===== src/chst_pkg.sv =====
// card host package: framing, field codes and states
package chst_pkg;

	// ****************************************
	// command and response framing
	// ****************************************
	localparam logic [7:0] CMD_BITS = 8'h30;           // 48-bit command token
	localparam logic [7:0] CMD_CRC_FIRST = 8'h28;      // bit index of first crc bit
	localparam logic [7:0] CMD_END_BIT = 8'h2F;        // bit index of the end bit
	localparam logic [7:0] RSP_SHORT = 8'h30;          // 48-bit response
	localparam logic [7:0] RSP_LONG = 8'h88;           // 136-bit response
	localparam logic [7:0] RSP_LONG_CRC_FIRST = 8'h08; // long crc coverage start
	localparam logic [7:0] LAT_NID = 8'h05;            // latency select 0: 5 card cycles
	localparam logic [7:0] LAT_EXT = 8'h40;            // latency select 1: 64 card cycles
	localparam logic [7:0] CMD_IDLE_RESET = 8'h00;

	// ****************************************
	// data framing and polynomials
	// ****************************************
	localparam logic [3:0] DATA_CRC_LAST = 4'hF;       // 16 crc bits per lane
	localparam logic [14:0] WR_BUSY_GAP = 15'h0008;    // card cycles before busy check
	localparam logic [15:0] CRC7_POLY = 16'h0009;
	localparam logic [15:0] CRC16_POLY = 16'h1021;

	// ****************************************
	// command field codes
	// ****************************************
	localparam logic [1:0] RSP_NONE = 2'h0;
	localparam logic [1:0] RSP_48 = 2'h1;
	localparam logic [1:0] RSP_136 = 2'h2;
	localparam logic [1:0] RSP_48_BUSY = 2'h3;
	localparam logic [1:0] XFER_NONE = 2'h0;
	localparam logic [1:0] XFER_START = 2'h1;
	localparam logic [1:0] XFER_STOP = 2'h2;
	localparam logic [2:0] KIND_SINGLE = 3'h0;
	localparam logic [2:0] KIND_MULTI = 3'h1;
	localparam logic [2:0] KIND_STREAM = 3'h2;

	// ****************************************
	// states
	// ****************************************
	typedef enum logic [2:0] {
		C_IDLE = 3'b000, C_TX = 3'b001, C_WAIT = 3'b010, C_RX = 3'b011, C_DONE = 3'b100
	} chst_cmd_e;
	typedef enum logic [2:0] {
		D_IDLE = 3'b000, D_START = 3'b001, D_DATA = 3'b010, D_CRC = 3'b011,
		D_END = 3'b100, D_BUSY = 3'b101
	} chst_dat_e;

endpackage : chst_pkg


===== src/chst_card_host.sv =====
// card host: card clock, command engine and one/four lane data engine
`timescale 1ns/100ps
`default_nettype none

// ****************************************
// Overview of operation
// - sd mode: width bit picks one/four lanes
// - multimedia cards use data lane zero only
// - command sent serially, addressed or broadcast
// - data lanes carry reads and writes
// - all bits timed by our card clock
// - command then response, data when moving
// - stream runs until stop command
// - each data block followed by crc
// - multi block ends on stop or count
// - no bus activity until enable set
// - idle power save divides card clock
// - guard modes halt clock while fifo full
// - command line open-drain or push-pull per command
// - response kind two captures 136 bits
// - latency select zero allows five cycles
// - transfer fields ignored without transfer command
// - special selects zero mean ordinary command
// - index two broadcast with long response
// - argument sent in command content field
// - four-lane sd lane one interrupt, sd lane three detect
// - command starts on command write
// ****************************************

module chst_card_host
	import chst_pkg::*;
(
	// clock and reset
	input wire logic i_sys_clk,
	input wire logic i_sys_rst,
	// mode and control
	input wire logic i_host_enable_bit,
	input wire logic i_sd_card_mode,
	input wire logic i_sd_bus_width_sel,
	input wire logic i_power_save_enable,
	input wire logic [2:0] i_power_save_divider,
	input wire logic i_read_fifo_guard,
	input wire logic i_write_fifo_guard,
	input wire logic i_fifo_full,
	input wire logic [11:0] i_block_len,
	input wire logic [15:0] i_block_count,
	// command register write
	input wire logic i_cmd_write,
	input wire logic [31:0] i_argument,
	input wire logic [5:0] i_command_index,
	input wire logic [1:0] i_response_kind,
	input wire logic [2:0] i_special_cmd_sel,
	input wire logic i_open_drain_sel,
	input wire logic i_response_latency_sel,
	input wire logic [1:0] i_transfer_cmd_sel,
	input wire logic i_transfer_direction,
	input wire logic [2:0] i_transfer_kind,
	input wire logic [1:0] i_sdio_special_cmd_sel,
	// fifo side data
	input wire logic [3:0] i_tx_data,
	output logic o_tx_take,
	output logic [3:0] o_rx_data,
	output logic o_rx_valid,
	// status
	output logic o_cmd_ready,
	output logic o_rsp_done,
	output logic o_rsp_crc_err,
	output logic o_rsp_timeout,
	output logic [135:0] o_response,
	output logic o_xfer_done,
	output logic o_data_crc_err,
	output logic o_card_irq,
	output logic o_card_present,
	// card pins
	output logic o_card_clock_pin,
	input wire logic i_card_cmd_pin,
	output logic o_card_cmd_pin,
	output logic o_card_cmd_pin_oe_n,
	input wire logic [3:0] i_card_data_pins,
	output logic [3:0] o_card_data_pins,
	output logic [3:0] o_card_data_pins_oe_n
);

	// ****************************************
	// state and command fields
	// ****************************************
	chst_cmd_e cmd_st_q;
	chst_dat_e dat_st_q;
	logic clk_q;
	logic [7:0] div_q;
	logic [7:0] bcnt_q;
	logic [47:0] tx_sr_q;
	logic [135:0] rsp_sr_q;
	logic [1:0] rsp_q;
	logic [1:0] transfer_cmd_sel_q;
	logic od_q, lat_q, dir_q, stream_q, single_q;
	logic x_rd_q, x_stream_q, x_single_q, wide_q, stop_q;
	logic [14:0] beat_q;
	logic [15:0] blk_q;
	logic [6:0] crc_tx_w, crc_rx_w;
	logic [15:0] dat_crc_w [4];
	logic [3:0] dat_shift_w, dat_bit_w, crc_bits_w, crc_bad_w;

	// ****************************************
	// card clock generation
	// ****************************************
	// power save stretches the clock only when idle
	wire bus_idle_w = (cmd_st_q == C_IDLE) && (dat_st_q == D_IDLE);
	wire ps_on_w = i_power_save_enable && bus_idle_w;
	wire [7:0] half_w = ps_on_w ? 8'(9'h001 << i_power_save_divider) : 8'h01;
	wire guard_w = i_fifo_full && (dat_st_q != D_IDLE)
		&& (x_rd_q ? i_read_fifo_guard : i_write_fifo_guard);
	// guard lets a high clock fall, then parks it
	wire run_w = i_host_enable_bit && !(guard_w && !clk_q);
	wire tog_w = run_w && (div_q >= half_w - 8'h01);
	wire rise_w = tog_w && !clk_q; // sample edge
	wire fall_w = tog_w && clk_q;  // launch edge

	// clock divider
	always_ff @(posedge i_sys_clk or posedge i_sys_rst) begin
		if (i_sys_rst) begin
			clk_q <= 1'b0;
			div_q <= 8'h00;
		end else if (!i_host_enable_bit) begin
			clk_q <= 1'b0;
			div_q <= 8'h00;
		end else if (tog_w) begin
			clk_q <= !clk_q;
			div_q <= 8'h00;
		end else if (run_w) begin
			div_q <= div_q + 8'h01;
		end
	end

	assign o_card_clock_pin = clk_q;

	// ****************************************
	// command engine decode
	// ****************************************
	wire long_w = (rsp_q == RSP_136);
	wire [7:0] rsp_len_w = long_w ? RSP_LONG : RSP_SHORT;
	wire [7:0] lat_w = lat_q ? LAT_EXT : LAT_NID;
	wire [7:0] crc_lo_w = long_w ? RSP_LONG_CRC_FIRST : 8'h00;
	wire crc_slot_w = (bcnt_q >= CMD_CRC_FIRST) && (bcnt_q < CMD_END_BIT);
	wire [2:0] crc_idx_w = 3'(CMD_END_BIT - 8'h01 - bcnt_q);
	wire tx_bit_w = crc_slot_w ? crc_tx_w[crc_idx_w] : tx_sr_q[47];
	wire rsp_start_w = rise_w && (cmd_st_q == C_WAIT) && !i_card_cmd_pin;
	wire rsp_tmo_w = rise_w && (cmd_st_q == C_WAIT) && i_card_cmd_pin && (bcnt_q == lat_w);
	wire rsp_last_w = rise_w && (cmd_st_q == C_RX) && (bcnt_q == rsp_len_w - 8'h01);
	wire crc_tx_sh_w = fall_w && (cmd_st_q == C_TX) && (bcnt_q < CMD_CRC_FIRST);
	wire crc_rx_sh_w = (rsp_start_w && !long_w) || (rise_w && (cmd_st_q == C_RX)
		&& (bcnt_q >= crc_lo_w) && (bcnt_q < rsp_len_w - 8'h01));
	wire cmd_go_w = i_cmd_write && (cmd_st_q == C_IDLE);

	// command and response crc
	chst_crc_ser #(.W(7), .POLY(CRC7_POLY)) u_crc_tx (
		.i_sys_clk(i_sys_clk),
		.i_sys_rst(i_sys_rst),
		.i_clear(cmd_go_w),
		.i_shift(crc_tx_sh_w),
		.i_bit(tx_sr_q[47]),
		.o_crc(crc_tx_w)
	);
	chst_crc_ser #(.W(7), .POLY(CRC7_POLY)) u_crc_rx (
		.i_sys_clk(i_sys_clk),
		.i_sys_rst(i_sys_rst),
		.i_clear(cmd_go_w),
		.i_shift(crc_rx_sh_w),
		.i_bit(i_card_cmd_pin),
		.o_crc(crc_rx_w)
	);

	// command sequencer; special selects not decoded
	always_ff @(posedge i_sys_clk or posedge i_sys_rst) begin
		if (i_sys_rst) begin
			cmd_st_q <= C_IDLE;
			bcnt_q <= CMD_IDLE_RESET;
			tx_sr_q <= '0;
			{rsp_q, transfer_cmd_sel_q, od_q, lat_q, dir_q, stream_q, single_q} <= '0;
			o_card_cmd_pin <= 1'b1;
			o_card_cmd_pin_oe_n <= 1'b1;
		end else if (!i_host_enable_bit) begin
			cmd_st_q <= C_IDLE;
			o_card_cmd_pin <= 1'b1;
			o_card_cmd_pin_oe_n <= 1'b1;
		end else begin
			case (cmd_st_q)
				C_IDLE: if (cmd_go_w) begin
					// argument taken at command write
					tx_sr_q <= {2'b01, i_command_index, i_argument, 7'h00, 1'b1};
					rsp_q <= i_response_kind;
					od_q <= i_open_drain_sel;
					lat_q <= i_response_latency_sel;
					transfer_cmd_sel_q <= i_transfer_cmd_sel;
					dir_q <= i_transfer_direction;
					stream_q <= (i_transfer_kind == KIND_STREAM);
					single_q <= (i_transfer_kind == KIND_SINGLE);
					bcnt_q <= 8'h00;
					cmd_st_q <= C_TX;
				end
				C_TX: if (fall_w) begin
					if (bcnt_q == CMD_BITS) begin
						o_card_cmd_pin <= 1'b1; // to pull-up
						o_card_cmd_pin_oe_n <= 1'b1;
						bcnt_q <= 8'h00;
						cmd_st_q <= (rsp_q == RSP_NONE) ? C_DONE : C_WAIT;
					end else begin
						// open drain only pulls low
						o_card_cmd_pin <= od_q ? 1'b0 : tx_bit_w;
						o_card_cmd_pin_oe_n <= od_q & tx_bit_w;
						tx_sr_q <= {tx_sr_q[46:0], 1'b0};
						bcnt_q <= bcnt_q + 8'h01;
					end
				end
				C_WAIT: if (rise_w) begin
					if (rsp_start_w) begin
						bcnt_q <= 8'h01;
						cmd_st_q <= C_RX;
					end else if (rsp_tmo_w) begin
						cmd_st_q <= C_DONE;
					end else begin
						bcnt_q <= bcnt_q + 8'h01;
					end
				end
				C_RX: if (rise_w) begin
					bcnt_q <= bcnt_q + 8'h01;
					if (rsp_last_w) begin
						cmd_st_q <= C_DONE;
					end
				end
				C_DONE: cmd_st_q <= C_IDLE;
				default: cmd_st_q <= C_IDLE;
			endcase
		end
	end

	// response capture and status
	always_ff @(posedge i_sys_clk or posedge i_sys_rst) begin
		if (i_sys_rst) begin
			rsp_sr_q <= '0;
			o_response <= '0;
			{o_rsp_done, o_rsp_crc_err, o_rsp_timeout, o_cmd_ready} <= '0;
		end else begin
			o_cmd_ready <= i_host_enable_bit && (cmd_st_q == C_IDLE) && !i_cmd_write;
			o_rsp_done <= (cmd_st_q == C_DONE);
			if (cmd_go_w) begin
				rsp_sr_q <= '0;
			end else if (rsp_start_w || (rise_w && (cmd_st_q == C_RX))) begin
				rsp_sr_q <= {rsp_sr_q[134:0], i_card_cmd_pin};
			end
			if (rsp_last_w) begin
				o_response <= {rsp_sr_q[134:0], i_card_cmd_pin};
			end
			if (rsp_last_w) begin
				o_rsp_crc_err <= (crc_rx_w != 7'h00);
			end else if (cmd_go_w) begin
				o_rsp_crc_err <= 1'b0;
			end
			if (rsp_tmo_w) begin
				o_rsp_timeout <= 1'b1;
			end else if (cmd_go_w) begin
				o_rsp_timeout <= 1'b0;
			end
		end
	end

	// ****************************************
	// data engine decode
	// ****************************************
	wire dat_go_w = (cmd_st_q == C_DONE) && (transfer_cmd_sel_q == XFER_START) && (dat_st_q == D_IDLE);
	wire stop_w = (cmd_st_q == C_DONE) && (transfer_cmd_sel_q == XFER_STOP) && (dat_st_q != D_IDLE);
	wire [3:0] mask_w = wide_q ? 4'hF : 4'h1;
	wire [14:0] beats_w = wide_q ? {2'b00, i_block_len, 1'b0} : {i_block_len, 3'b000};
	wire ev_w = x_rd_q ? rise_w : fall_w;
	wire last_beat_w = (beat_q == beats_w - 15'h0001);
	wire blk_fin_w = x_single_q || stop_q
		|| ((i_block_count != 16'h0000) && (blk_q + 16'h0001 == i_block_count));
	wire blk_end_w = ev_w && ((x_rd_q && (dat_st_q == D_END)) || (!x_rd_q
		&& (dat_st_q == D_BUSY) && (beat_q >= WR_BUSY_GAP) && i_card_data_pins[0]));
	wire dat_done_w = (blk_end_w && blk_fin_w)
		|| ((dat_st_q == D_START) && x_rd_q && stop_q)
		|| ((dat_st_q == D_DATA) && x_stream_q && stop_q && ev_w);
	wire crc_clr_w = (dat_st_q == D_START);

	// per-lane data crc
	genvar g;
	generate
		for (g = 0; g < 4; g++) begin : g_lane
			assign dat_bit_w[g] = x_rd_q ? i_card_data_pins[g] : i_tx_data[g];
			assign dat_shift_w[g] = mask_w[g] && ev_w
				&& ((dat_st_q == D_DATA) || (x_rd_q && (dat_st_q == D_CRC)));
			assign crc_bits_w[g] = dat_crc_w[g][DATA_CRC_LAST - beat_q[3:0]];
			assign crc_bad_w[g] = mask_w[g] && (dat_crc_w[g] != 16'h0000);
			chst_crc_ser #(.W(16), .POLY(CRC16_POLY)) u_crc (
				.i_sys_clk(i_sys_clk),
				.i_sys_rst(i_sys_rst),
				.i_clear(crc_clr_w),
				.i_shift(dat_shift_w[g]),
				.i_bit(dat_bit_w[g]),
				.o_crc(dat_crc_w[g])
			);
		end
	endgenerate

	// data sequencer
	always_ff @(posedge i_sys_clk or posedge i_sys_rst) begin
		if (i_sys_rst) begin
			dat_st_q <= D_IDLE;
			{x_rd_q, x_stream_q, x_single_q, wide_q} <= '0;
			beat_q <= '0;
			blk_q <= '0;
			o_card_data_pins <= 4'hF;
			o_card_data_pins_oe_n <= 4'hF;
		end else if (!i_host_enable_bit) begin
			dat_st_q <= D_IDLE;
			o_card_data_pins_oe_n <= 4'hF;
		end else begin
			case (dat_st_q)
				D_IDLE: begin
					o_card_data_pins_oe_n <= 4'hF;
					if (dat_go_w) begin
						x_rd_q <= dir_q;
						x_stream_q <= stream_q;
						x_single_q <= single_q;
						wide_q <= i_sd_card_mode && i_sd_bus_width_sel;
						blk_q <= 16'h0000;
						dat_st_q <= D_START;
					end
				end
				D_START: if (dat_done_w) begin
					dat_st_q <= D_IDLE;
				end else if (ev_w) begin
					beat_q <= 15'h0000;
					if (!x_rd_q) begin
						o_card_data_pins <= 4'h0;
						o_card_data_pins_oe_n <= ~mask_w;
						dat_st_q <= D_DATA;
					end else if (!i_card_data_pins[0]) begin
						dat_st_q <= D_DATA;
					end
				end
				D_DATA: if (dat_done_w) begin
					o_card_data_pins_oe_n <= 4'hF;
					dat_st_q <= D_IDLE;
				end else if (ev_w) begin
					o_card_data_pins <= i_tx_data & mask_w;
					beat_q <= beat_q + 15'h0001;
					if (!x_stream_q && last_beat_w) begin
						beat_q <= 15'h0000;
						dat_st_q <= D_CRC;
					end
				end
				D_CRC: if (ev_w) begin
					o_card_data_pins <= crc_bits_w;
					beat_q <= beat_q + 15'h0001;
					if (beat_q[3:0] == DATA_CRC_LAST) begin
						dat_st_q <= D_END;
					end
				end
				D_END, D_BUSY: if (blk_end_w) begin
					blk_q <= blk_q + 16'h0001;
					dat_st_q <= blk_fin_w ? D_IDLE : D_START;
				end else if (ev_w && (dat_st_q == D_END)) begin
					o_card_data_pins <= 4'hF;
					beat_q <= 15'h0000;
					dat_st_q <= D_BUSY;
				end else if (ev_w) begin
					o_card_data_pins_oe_n <= 4'hF;
					if (beat_q < WR_BUSY_GAP) begin
						beat_q <= beat_q + 15'h0001;
					end
				end
				default: dat_st_q <= D_IDLE;
			endcase
		end
	end

	// data status, stop request and sd side lanes
	always_ff @(posedge i_sys_clk or posedge i_sys_rst) begin
		if (i_sys_rst) begin
			{stop_q, o_tx_take, o_rx_valid, o_xfer_done, o_data_crc_err} <= '0;
			{o_card_irq, o_card_present} <= '0;
			o_rx_data <= 4'h0;
		end else begin
			if (stop_w) begin
				stop_q <= 1'b1;
			end else if (dat_go_w) begin
				stop_q <= 1'b0;
			end
			o_tx_take <= !x_rd_q && ev_w && (dat_st_q == D_DATA) && !dat_done_w;
			o_rx_valid <= x_rd_q && ev_w && (dat_st_q == D_DATA) && !dat_done_w;
			if (x_rd_q && ev_w && (dat_st_q == D_DATA)) begin
				o_rx_data <= i_card_data_pins & mask_w;
			end
			o_xfer_done <= dat_done_w;
			if (blk_end_w && x_rd_q && (|crc_bad_w)) begin
				o_data_crc_err <= 1'b1;
			end else if (dat_go_w) begin
				o_data_crc_err <= 1'b0;
			end
			// lane one irq in four-lane sd while lanes idle
			o_card_irq <= i_sd_card_mode && i_sd_bus_width_sel && (dat_st_q == D_IDLE)
				&& !i_card_data_pins[1];
			o_card_present <= i_sd_card_mode && i_card_data_pins[3];
		end
	end

	wire ps2_w = i_host_enable_bit && ps_on_w && (i_power_save_divider == 3'h2);
endmodule : chst_card_host

`default_nettype wire


===== src/chst_crc_ser.sv =====
// serial msb-first crc register with zero seed
`timescale 1ns/100ps
`default_nettype none

module chst_crc_ser
	import chst_pkg::*;
#(
	parameter int W = 7,
	parameter logic [15:0] POLY = 16'h0009
) (
	// clock and reset
	input wire logic i_sys_clk,
	input wire logic i_sys_rst,
	// control
	input wire logic i_clear,
	input wire logic i_shift,
	input wire logic i_bit,
	// remainder
	output logic [W-1:0] o_crc
);

	// ****************************************
	// feedback
	// ****************************************
	// a good frame shifted through leaves zero
	logic [W-1:0] crc_q;
	wire fb_w = i_bit ^ crc_q[W-1];
	wire [W-1:0] crc_d = {crc_q[W-2:0], 1'b0} ^ (fb_w ? POLY[W-1:0] : {W{1'b0}});

	// register
	always_ff @(posedge i_sys_clk or posedge i_sys_rst) begin
		if (i_sys_rst) begin
			crc_q <= '0;
		end else if (i_clear) begin
			crc_q <= '0;
		end else if (i_shift) begin
			crc_q <= crc_d;
		end
	end

	assign o_crc = crc_q;

endmodule : chst_crc_ser

`default_nettype wire


===== config.mk =====
export PLATFORM = sky130hd
export DESIGN_NAME = chst_card_host
export DESIGN_NICKNAME = d
export VERILOG_FILES = /design/src/chst_pkg.sv /design/src/chst_card_host.sv /design/src/chst_crc_ser.sv
export SDC_FILE = /design/constraint.sdc
export NUM_CORES = 1
export LEC_CHECK = 0
export ABC_AREA = 0
export ABC_CLOCK_PERIOD_IN_PS = 52000
export BUFFER_PORTS_ARGS = -buffer_cell sky130_fd_sc_hd__buf_2
export CAP_MARGIN = 25
export CORE_MARGIN = 3
export CORE_UTILIZATION = 64
export DETAILED_ROUTE_END_ITERATION = 16
export GPL_ROUTABILITY_DRIVEN = 0
export GPL_TIMING_DRIVEN = 0
export PLACE_DENSITY_LB_ADDON = 0.1
export SKIP_CTS_REPAIR_TIMING = 1
export SLEW_MARGIN = 10
export SYNTH_ARGS = -nofsm -noshare
export SYNTH_HDL_FRONTEND = slang
export SYNTH_SLANG_ARGS = --single-unit

===== constraint.sdc =====
create_clock -name i_sys_clk -period 52 [get_ports i_sys_clk]
set_input_delay 10.4 -clock i_sys_clk [delete_from_list [all_inputs] [get_ports i_sys_clk]]
set_output_delay 10.4 -clock i_sys_clk [all_outputs]
set_load 0.05 [all_outputs]

# Word level (Yosys, flattened, before mapping)
# Cells that the tools add are included.
dict set report op_classes {
  n_reduce_logical 123
  mux 133
  bitwise_logic 16
  shift 1
  eq_ne 64
  add_sub_neg 9
  magnitude_cmp 10
}
# cell count
set op_table {}
lappend op_table {{$mux 135} 2}
lappend op_table {{$mux 15} 11}
lappend op_table {{$mux 16} 10}
lappend op_table {{$mux 48} 3}
lappend op_table {{$mux 8} 12}
lappend op_table {{$pmux 48 s2} 1}
lappend op_table {{$mux 4} 20}
lappend op_table {{$reduce_bool 16->1} 5}
lappend op_table {{$mux 3} 23}
lappend op_table {{$logic_and 1x1->1} 67}
lappend op_table {{$xor 16x16->16} 4}
lappend op_table {{$pmux 15 s4} 1}
lappend op_table {{$mux 13} 4}
lappend op_table {{$ne 3x3->1 const B} 17}
lappend op_table {{$mux 7} 5}
lappend op_table {{$pmux 16 s2} 1}
lappend op_table {{$pmux 4 s4} 2}
lappend op_table {{$pmux 8 s4} 1}
lappend op_table {{$mux 1} 30}
lappend op_table {{$ne 2x2->1 const B} 15}
lappend op_table {{$reduce_bool 2->1} 13}
lappend op_table {{$reduce_and 10->1} 2}
lappend op_table {{$add 16x1->16 const B} 1}
lappend op_table {{$add 8x1->8 const B} 2}
lappend op_table {{57 further kinds} 104}
dict set report word_totals {
  ff_bits 489
  output_inout_bits 161
  in_bits 103
}

# Logic depth before layout (Yosys ltp)
dict set report logic_depth {
  depth_word 16
  mapped_depth 21
  ltp_nobuf 17
}

# Modules after synthesis
# Synthesis repeated with hierarchy kept, for this count alone.
dict set report unflattened {
  cells_unflattened 2231
  area_unflattened_um2 23129.7
}
# module instances seq_area_each_um2 cells_each area_each_um2
set by_module_without_submodules {}
lappend by_module_without_submodules {chst_card_host 1 10244.8 1937 19718.9}
lappend by_module_without_submodules {{chst_crc_ser at g_lane[0].u_crc ...} 4 400.4 59 696.9}
lappend by_module_without_submodules {{chst_crc_ser at u_crc_rx ...} 2 175.2 29 311.5}

# Worst setup path before layout
# No wires, ideal clock.
dict set report synth_path {
  path_type {input to register}
  startpoint {in i_power_save_divider[1]}
  endpoint {reg o_response[10]}
  path_buffers 4
  slack_ps 37955
  setup_time_ps 125
  arrival_ps 13921
  path_stages 18
  required_ps 51875
  path_cell_list {clkbuf_1 -> or3_1 -> and3_1 -> ha_1 -> buf_2 -> nor3_1 -> a21o_1 -> a32oi_1 -> ha_1 -> a21o_1 -> a21o_1 -> a211oi_2 -> nor4_4 -> nand2_1 -> or2_1 -> buf_2 -> buf_2 -> mux2_2}
}
dict set report synth_via {
  elab_chain_cells 8
}
# item line
set synth_lines {}
lappend synth_lines {{from (decl)} chst_card_host.sv:41} ;# input wire logic [2:0] i_power_save_divider,
lappend synth_lines {{$shl 1x3->8} chst_card_host.sv:110} ;# wire [7:0] half_w = ps_on_w ? 8'(9'h001 << i_power_save_divider) : 8'h01;
lappend synth_lines {{$mux 8} chst_card_host.sv:110}
lappend synth_lines {{$sub 8x1->8} chst_card_host.sv:115} ;# wire tog_w = run_w && (div_q >= half_w - 8'h01);
lappend synth_lines {{$ge 8x8->1} chst_card_host.sv:115}
lappend synth_lines {{$logic_and 1x1->1} chst_card_host.sv:115}
lappend synth_lines {{$logic_and 1x1->1} chst_card_host.sv:116} ;# wire rise_w = tog_w && !clk_q;
lappend synth_lines {{$logic_and 1x1->1 (2 in a row)} chst_card_host.sv:149} ;# wire rsp_last_w = rise_w && (cmd_st_q == C_RX) && (bcnt_q == rsp_len_w - 8'h01);
lappend synth_lines {{to (signal assigned)} chst_card_host.sv:252} ;# o_response <= {rsp_sr_q[134:0], i_card_cmd_pin};
lappend synth_lines {{to (decl)} chst_card_host.sv:69} ;# output logic [135:0] o_response,
# No other way between the ends.
# A chain may end at the register's enable or synchronous reset.

# Worst setup path after layout
dict set report layout_path {
  startpoint {in i_power_save_divider[1]}
  endpoint {reg rsp_sr_q[103]}
}
dict set report layout_via {
  elab_chain_cells 10
}
# item line
set layout_lines {}
lappend layout_lines {{$shl 1x3->8 (*)} chst_card_host.sv:110}
lappend layout_lines {{$mux 8 (*)} chst_card_host.sv:110}
lappend layout_lines {{$sub 8x1->8 (*)} chst_card_host.sv:115}
lappend layout_lines {{$ge 8x8->1 (*)} chst_card_host.sv:115}
lappend layout_lines {{$logic_and 1x1->1 (*)} chst_card_host.sv:115}
lappend layout_lines {{$logic_and 1x1->1 (*)} chst_card_host.sv:116}
lappend layout_lines {{$logic_and 1x1->1 (2 in a row)} chst_card_host.sv:147} ;# wire rsp_start_w = rise_w && (cmd_st_q == C_WAIT) && !i_card_cmd_pin;
lappend layout_lines {{$logic_or 1x1->1 (*)} chst_card_host.sv:248} ;# end else if (rsp_start_w || (rise_w && (cmd_st_q == C_RX))) begin
lappend layout_lines {{$reduce_bool 2->1 (no line) (*)} -}
lappend layout_lines {{to (signal assigned)} chst_card_host.sv:249} ;# rsp_sr_q <= {rsp_sr_q[134:0], i_card_cmd_pin};
lappend layout_lines {{to (decl)} chst_card_host.sv:93} ;# logic [135:0] rsp_sr_q;
# Mark *: on every way between the ends. The rest lies on a longest branch, timed or not.

==> metrics.md <==
| Metric | Value |
|---|---|
| Outcome | `finished clean` |
| Worst hold path cell count | `2` |
| Syn nets | `2397` |
| Setup crit end kind | `flop` |
| Pre-antenna DRT Iters | `8` |
| Minimum period implied by the final worst setup slack | `14.42 ns` |
| Number of cells produced by synthesis | `2275` |
| Share of post-route cells with drive strength above 1 | `23.2%` |
| Worst skew pair latency | `0.60 ns` |
| Setup TNS | `0 ns` |
| Sequential-to-total area share from yosys stat | `52.5%` |
| Most used DFF post-synth | `dfrtp_1` |
| Proportion of register bits with asynchronous set or reset after synthesis | `100%` |
| DRC viols | `0` |
| Final Hold Fails | `0` |
| Launch instance of the worst min-delay path | `o_card_cmd_pin_oe_n` |
| Final Net Count | `2706` |
| Int Power | `712 uW` |
| Critical path data required time | `52.50 ns` |
| Sink Count | `487` |
| Die Wd | `196 microns` |
| Netlist cell types | `87` |
| Register-to-Register Setup Slack | `46.82 ns` |
| Maximum achievable frequency | `69.3 MHz` |
| Total Die Area | `38600 sq um` |
| Logic pwr share | `24.9%` |
| Area of the mapped netlist | `23200 sq um` |
| Setup repair after global routing missed its margin | `false` |
| CTS tree | `yes` |
| Area of the core | `35700 sq um` |
| Antenna Violating Nets Remaining | `0` |
| Area Growth Syn to Fin | `15.4%` |
| Final setup violation count | `0` |
| Number of max-cap violations | `0` |
| Via count of the first global-routing pass | `18439` |
| Proportion of netlist area held by the largest area contributor | `51.6%` |
| Number of clock buffers inserted by TritonCTS | `50` |
| Synthesized area per cell | `10.2 sq um` |
| Leading cell types in the layout, fill and taps excluded | `dfrtp_1 (479), nand2_1 (437), buf_2 (303), o21ai_0 (247), mux2_2 (153)` |
| Global-route total usage across every layer | `29.5%` |
| Net load switching power | `352 uW` |
| Die boundary height | `196 microns` |
| Power per unit of standard cell area | `39.7 nW/um^2` |
| Slew of the pin with the lowest slew margin | `0.861 ns` |
| Largest net degree at the start of global routing | `129` |
| Maximum VDD drop | `33.6 uV` |
| Largest cells by area after synthesis | `dfrtp_1 (52%), mux2_2 (7.4%), nand2_1 (7.1%)` |
| Initial antenna violation count | `2` |
| Final clock skew | `0.0249 ns` |
| Flop pwr share | `42.2%` |
| Buffers on Ports | `253` |
| Count of state elements after synthesis | `487` |
| Largest driver fanout on the critical path | `10` |
| Commonest non-fill, non-tap cell in the layout | `dfrtp_1` |
| Wire length after detailed routing | `57000 microns` |
| Number of DRC markers after the initial detailed-route iteration | `1650` |
| Number of slew-limit violations in the final report | `0` |
| # IOs | `264` |
| Maximum level of the CTS H-tree | `2` |
| Overflow left after global routing | `0` |
| EDFF count, synth | `0` |
| Via count | `18641` |
| Number of buffers between clock root and the deepest sink | `3` |
| Clock-pin slew reported for the worst setup and hold paths after clock tree synthesis | `0.06 ns` |
| Worst slew margin relative to its limit | `42.5%` |
| Yosys Warn Count | `0` |
| Detailed-route vias per instance | `6.04` |
| Cell count of the worst reg-to-reg path | `21` |
| Kind of critical path | `input port to flop` |
| CP Launch Type | `input port` |
| Worst hold slack across all endpoints | `0.464 ns` |
| Initial standard-cell utilization of the core | `65.1%` |
| Switching portion of total power | `33.1%` |
| Clock network power share | `32.9%` |
| Clk root buf | `clkbuf_16` |
| Destination of the worst register-to-register timing path | `rsp_sr_q[103]` |
| LEAKAGE | `12.6 nW` |
| Data arrival time of the worst path | `14.92 ns` |
| Cell row count | `69` |
| Post-DP HPWL | `40100 microns` |
| Post-route clock period utilization | `27.7%` |
| Tightest Hold Check Type | `flop to flop` |
| FF-to-FF Start | `dat_st_q[0]` |
| Routed length per placed instance | `18.5 microns` |
| Worst Hold Path EP | `o_card_cmd_pin_oe_n` |
| Yosys top cell by area | `dfrtp_1` |
| Global-route wire length before repair | `93400 microns` |
synth_stat cells, drive strengths merged (9+ instances only):
cell / n
nand2: 438
nor3: 27
xor2: 19
mux4: 21
a211oi: 11
o31ai: 24
mux2i: 74
a21oi: 71
a22o: 9
nand3: 56
clkbuf: 88
nor2: 131
nor4: 36
o21ai: 247
and3: 18
nand4: 21
dfrtp: 479
buf: 69
inv: 43
ha: 19
nand2b: 11
nor2b: 13
mux2: 153
xnor2: 39
a21o: 14
a31oi: 15
flip-flops by register name (all words and copies together) (netlist names), 2 cells and up:
| name | cells |
|---|---|
| o_response | 136 |
| rsp_sr_q | 135 |
| g_lane.u_crc.o_crc | 64 |
| tx_sr_q | 48 |
| blk_q | 16 |
| beat_q | 15 |
| bcnt_q | 8 |
| div_q | 8 |
| u_crc_rx.o_crc | 7 |
| u_crc_tx.o_crc | 7 |
| o_card_data_pins | 4 |
| o_rx_data | 4 |
| cmd_st_q | 3 |
| dat_st_q | 3 |
| o_card_data_pins_oe_n | 2 |
| rsp_q | 2 |
| transfer_cmd_sel_q | 2 |
routing by layer:
layer  vias up  wire (microns)  global-route usage, %
li1       8584               -                      -
met1      9188           23900                   41.2
met2       720           26700                   46.9
met3       145            4630                   6.67
met4         4            1740                   9.24
met5         -              27                      0
cell families after synthesis:
logic type	Yosys count	synth area share, %
simple gates	804	15.9
flops	487	52.5
compound gates	455	11.7
mux	248	12.6
buf+inv	202	3.87
xor+xnor	59	2.28
fa+ha+maj	19	1.02
other cells	1	0.0162
area by class of cell:
type / count / area [sq um]
tap: 461 / 577
buffer: 157 / 731
antenna: 1 / 2.50
clock buffer: 78 / 1510
sequential: 487 / 12200
fill: 2480 / 8870
clock inverter: 15 / 96.3
inverter: 45 / 176
timing repair buffer: 257 / 1380
multi-input combinational: 1586 / 10100
worst max path at each step:
stage	from	end	slack, ns	cells past startpoint
detailed placement	i_power_save_divider[1]	rsp_sr_q[118]	37.07	20
global route	i_power_save_divider[1]	rsp_sr_q[95]	37.26	20
finish	i_power_save_divider[1]	rsp_sr_q[103]	37.58	20
floorplan	i_sys_rst	bcnt_q[0]	28.02	1
global placement	i_sys_rst	o_response[88]	23.37	2
CTS	i_power_save_divider[1]	rsp_sr_q[95]	37.64	20
power by group through the flow:
stage | logic, mW | clock network [mW] | registers, mW
CTS | 0.263 | 0.355 | 0.448
finish | 0.265 | 0.350 | 0.449
global placement | 0.251 | 0 | 0.453
global route | 0.294 | 0.371 | 0.453
detailed placement | 0.261 | 0 | 0.454
floorplan | 0.187 | 0 | 0.457
critical path: stages:
cell and delay [ns]:
clkbuf_1 0.16, or3_1 0.42, and3_1 0.20, ha_1 0.16
buf_2 0.16, nor4_1 0.27, a21o_1 0.12, a22oi_1 0.07
ha_1 0.33, o211ai_1 0.20, nor3_1 0.10, a211oi_2 0.67
nor3_1 0.21, nand2_1 0.21, o21a_2 0.30, buf_4 0.24
buf_4 0.23, buf_2 0.25, nand2_1 0.10, o21ai_0 0.08
through the flow:
stage	utilization [%]	worst slack (ns)	instance area (sq um)	std cells	power, mW
6_report	75.1	37.58	26800	3087	1.06
5_1_grt	75.1	37.26	26800	3086	1.12
4_1_cts	75.1	37.64	26800	3086	1.07
3_5_place_dp	70.6	37.07	25200	2993	0.716
3_3_place_gp	70.3	23.37	25100	2989	0.704
2_1_floorplan	-	28.02	23200	2275	0.643
Power figures use the tool's default switching activity.
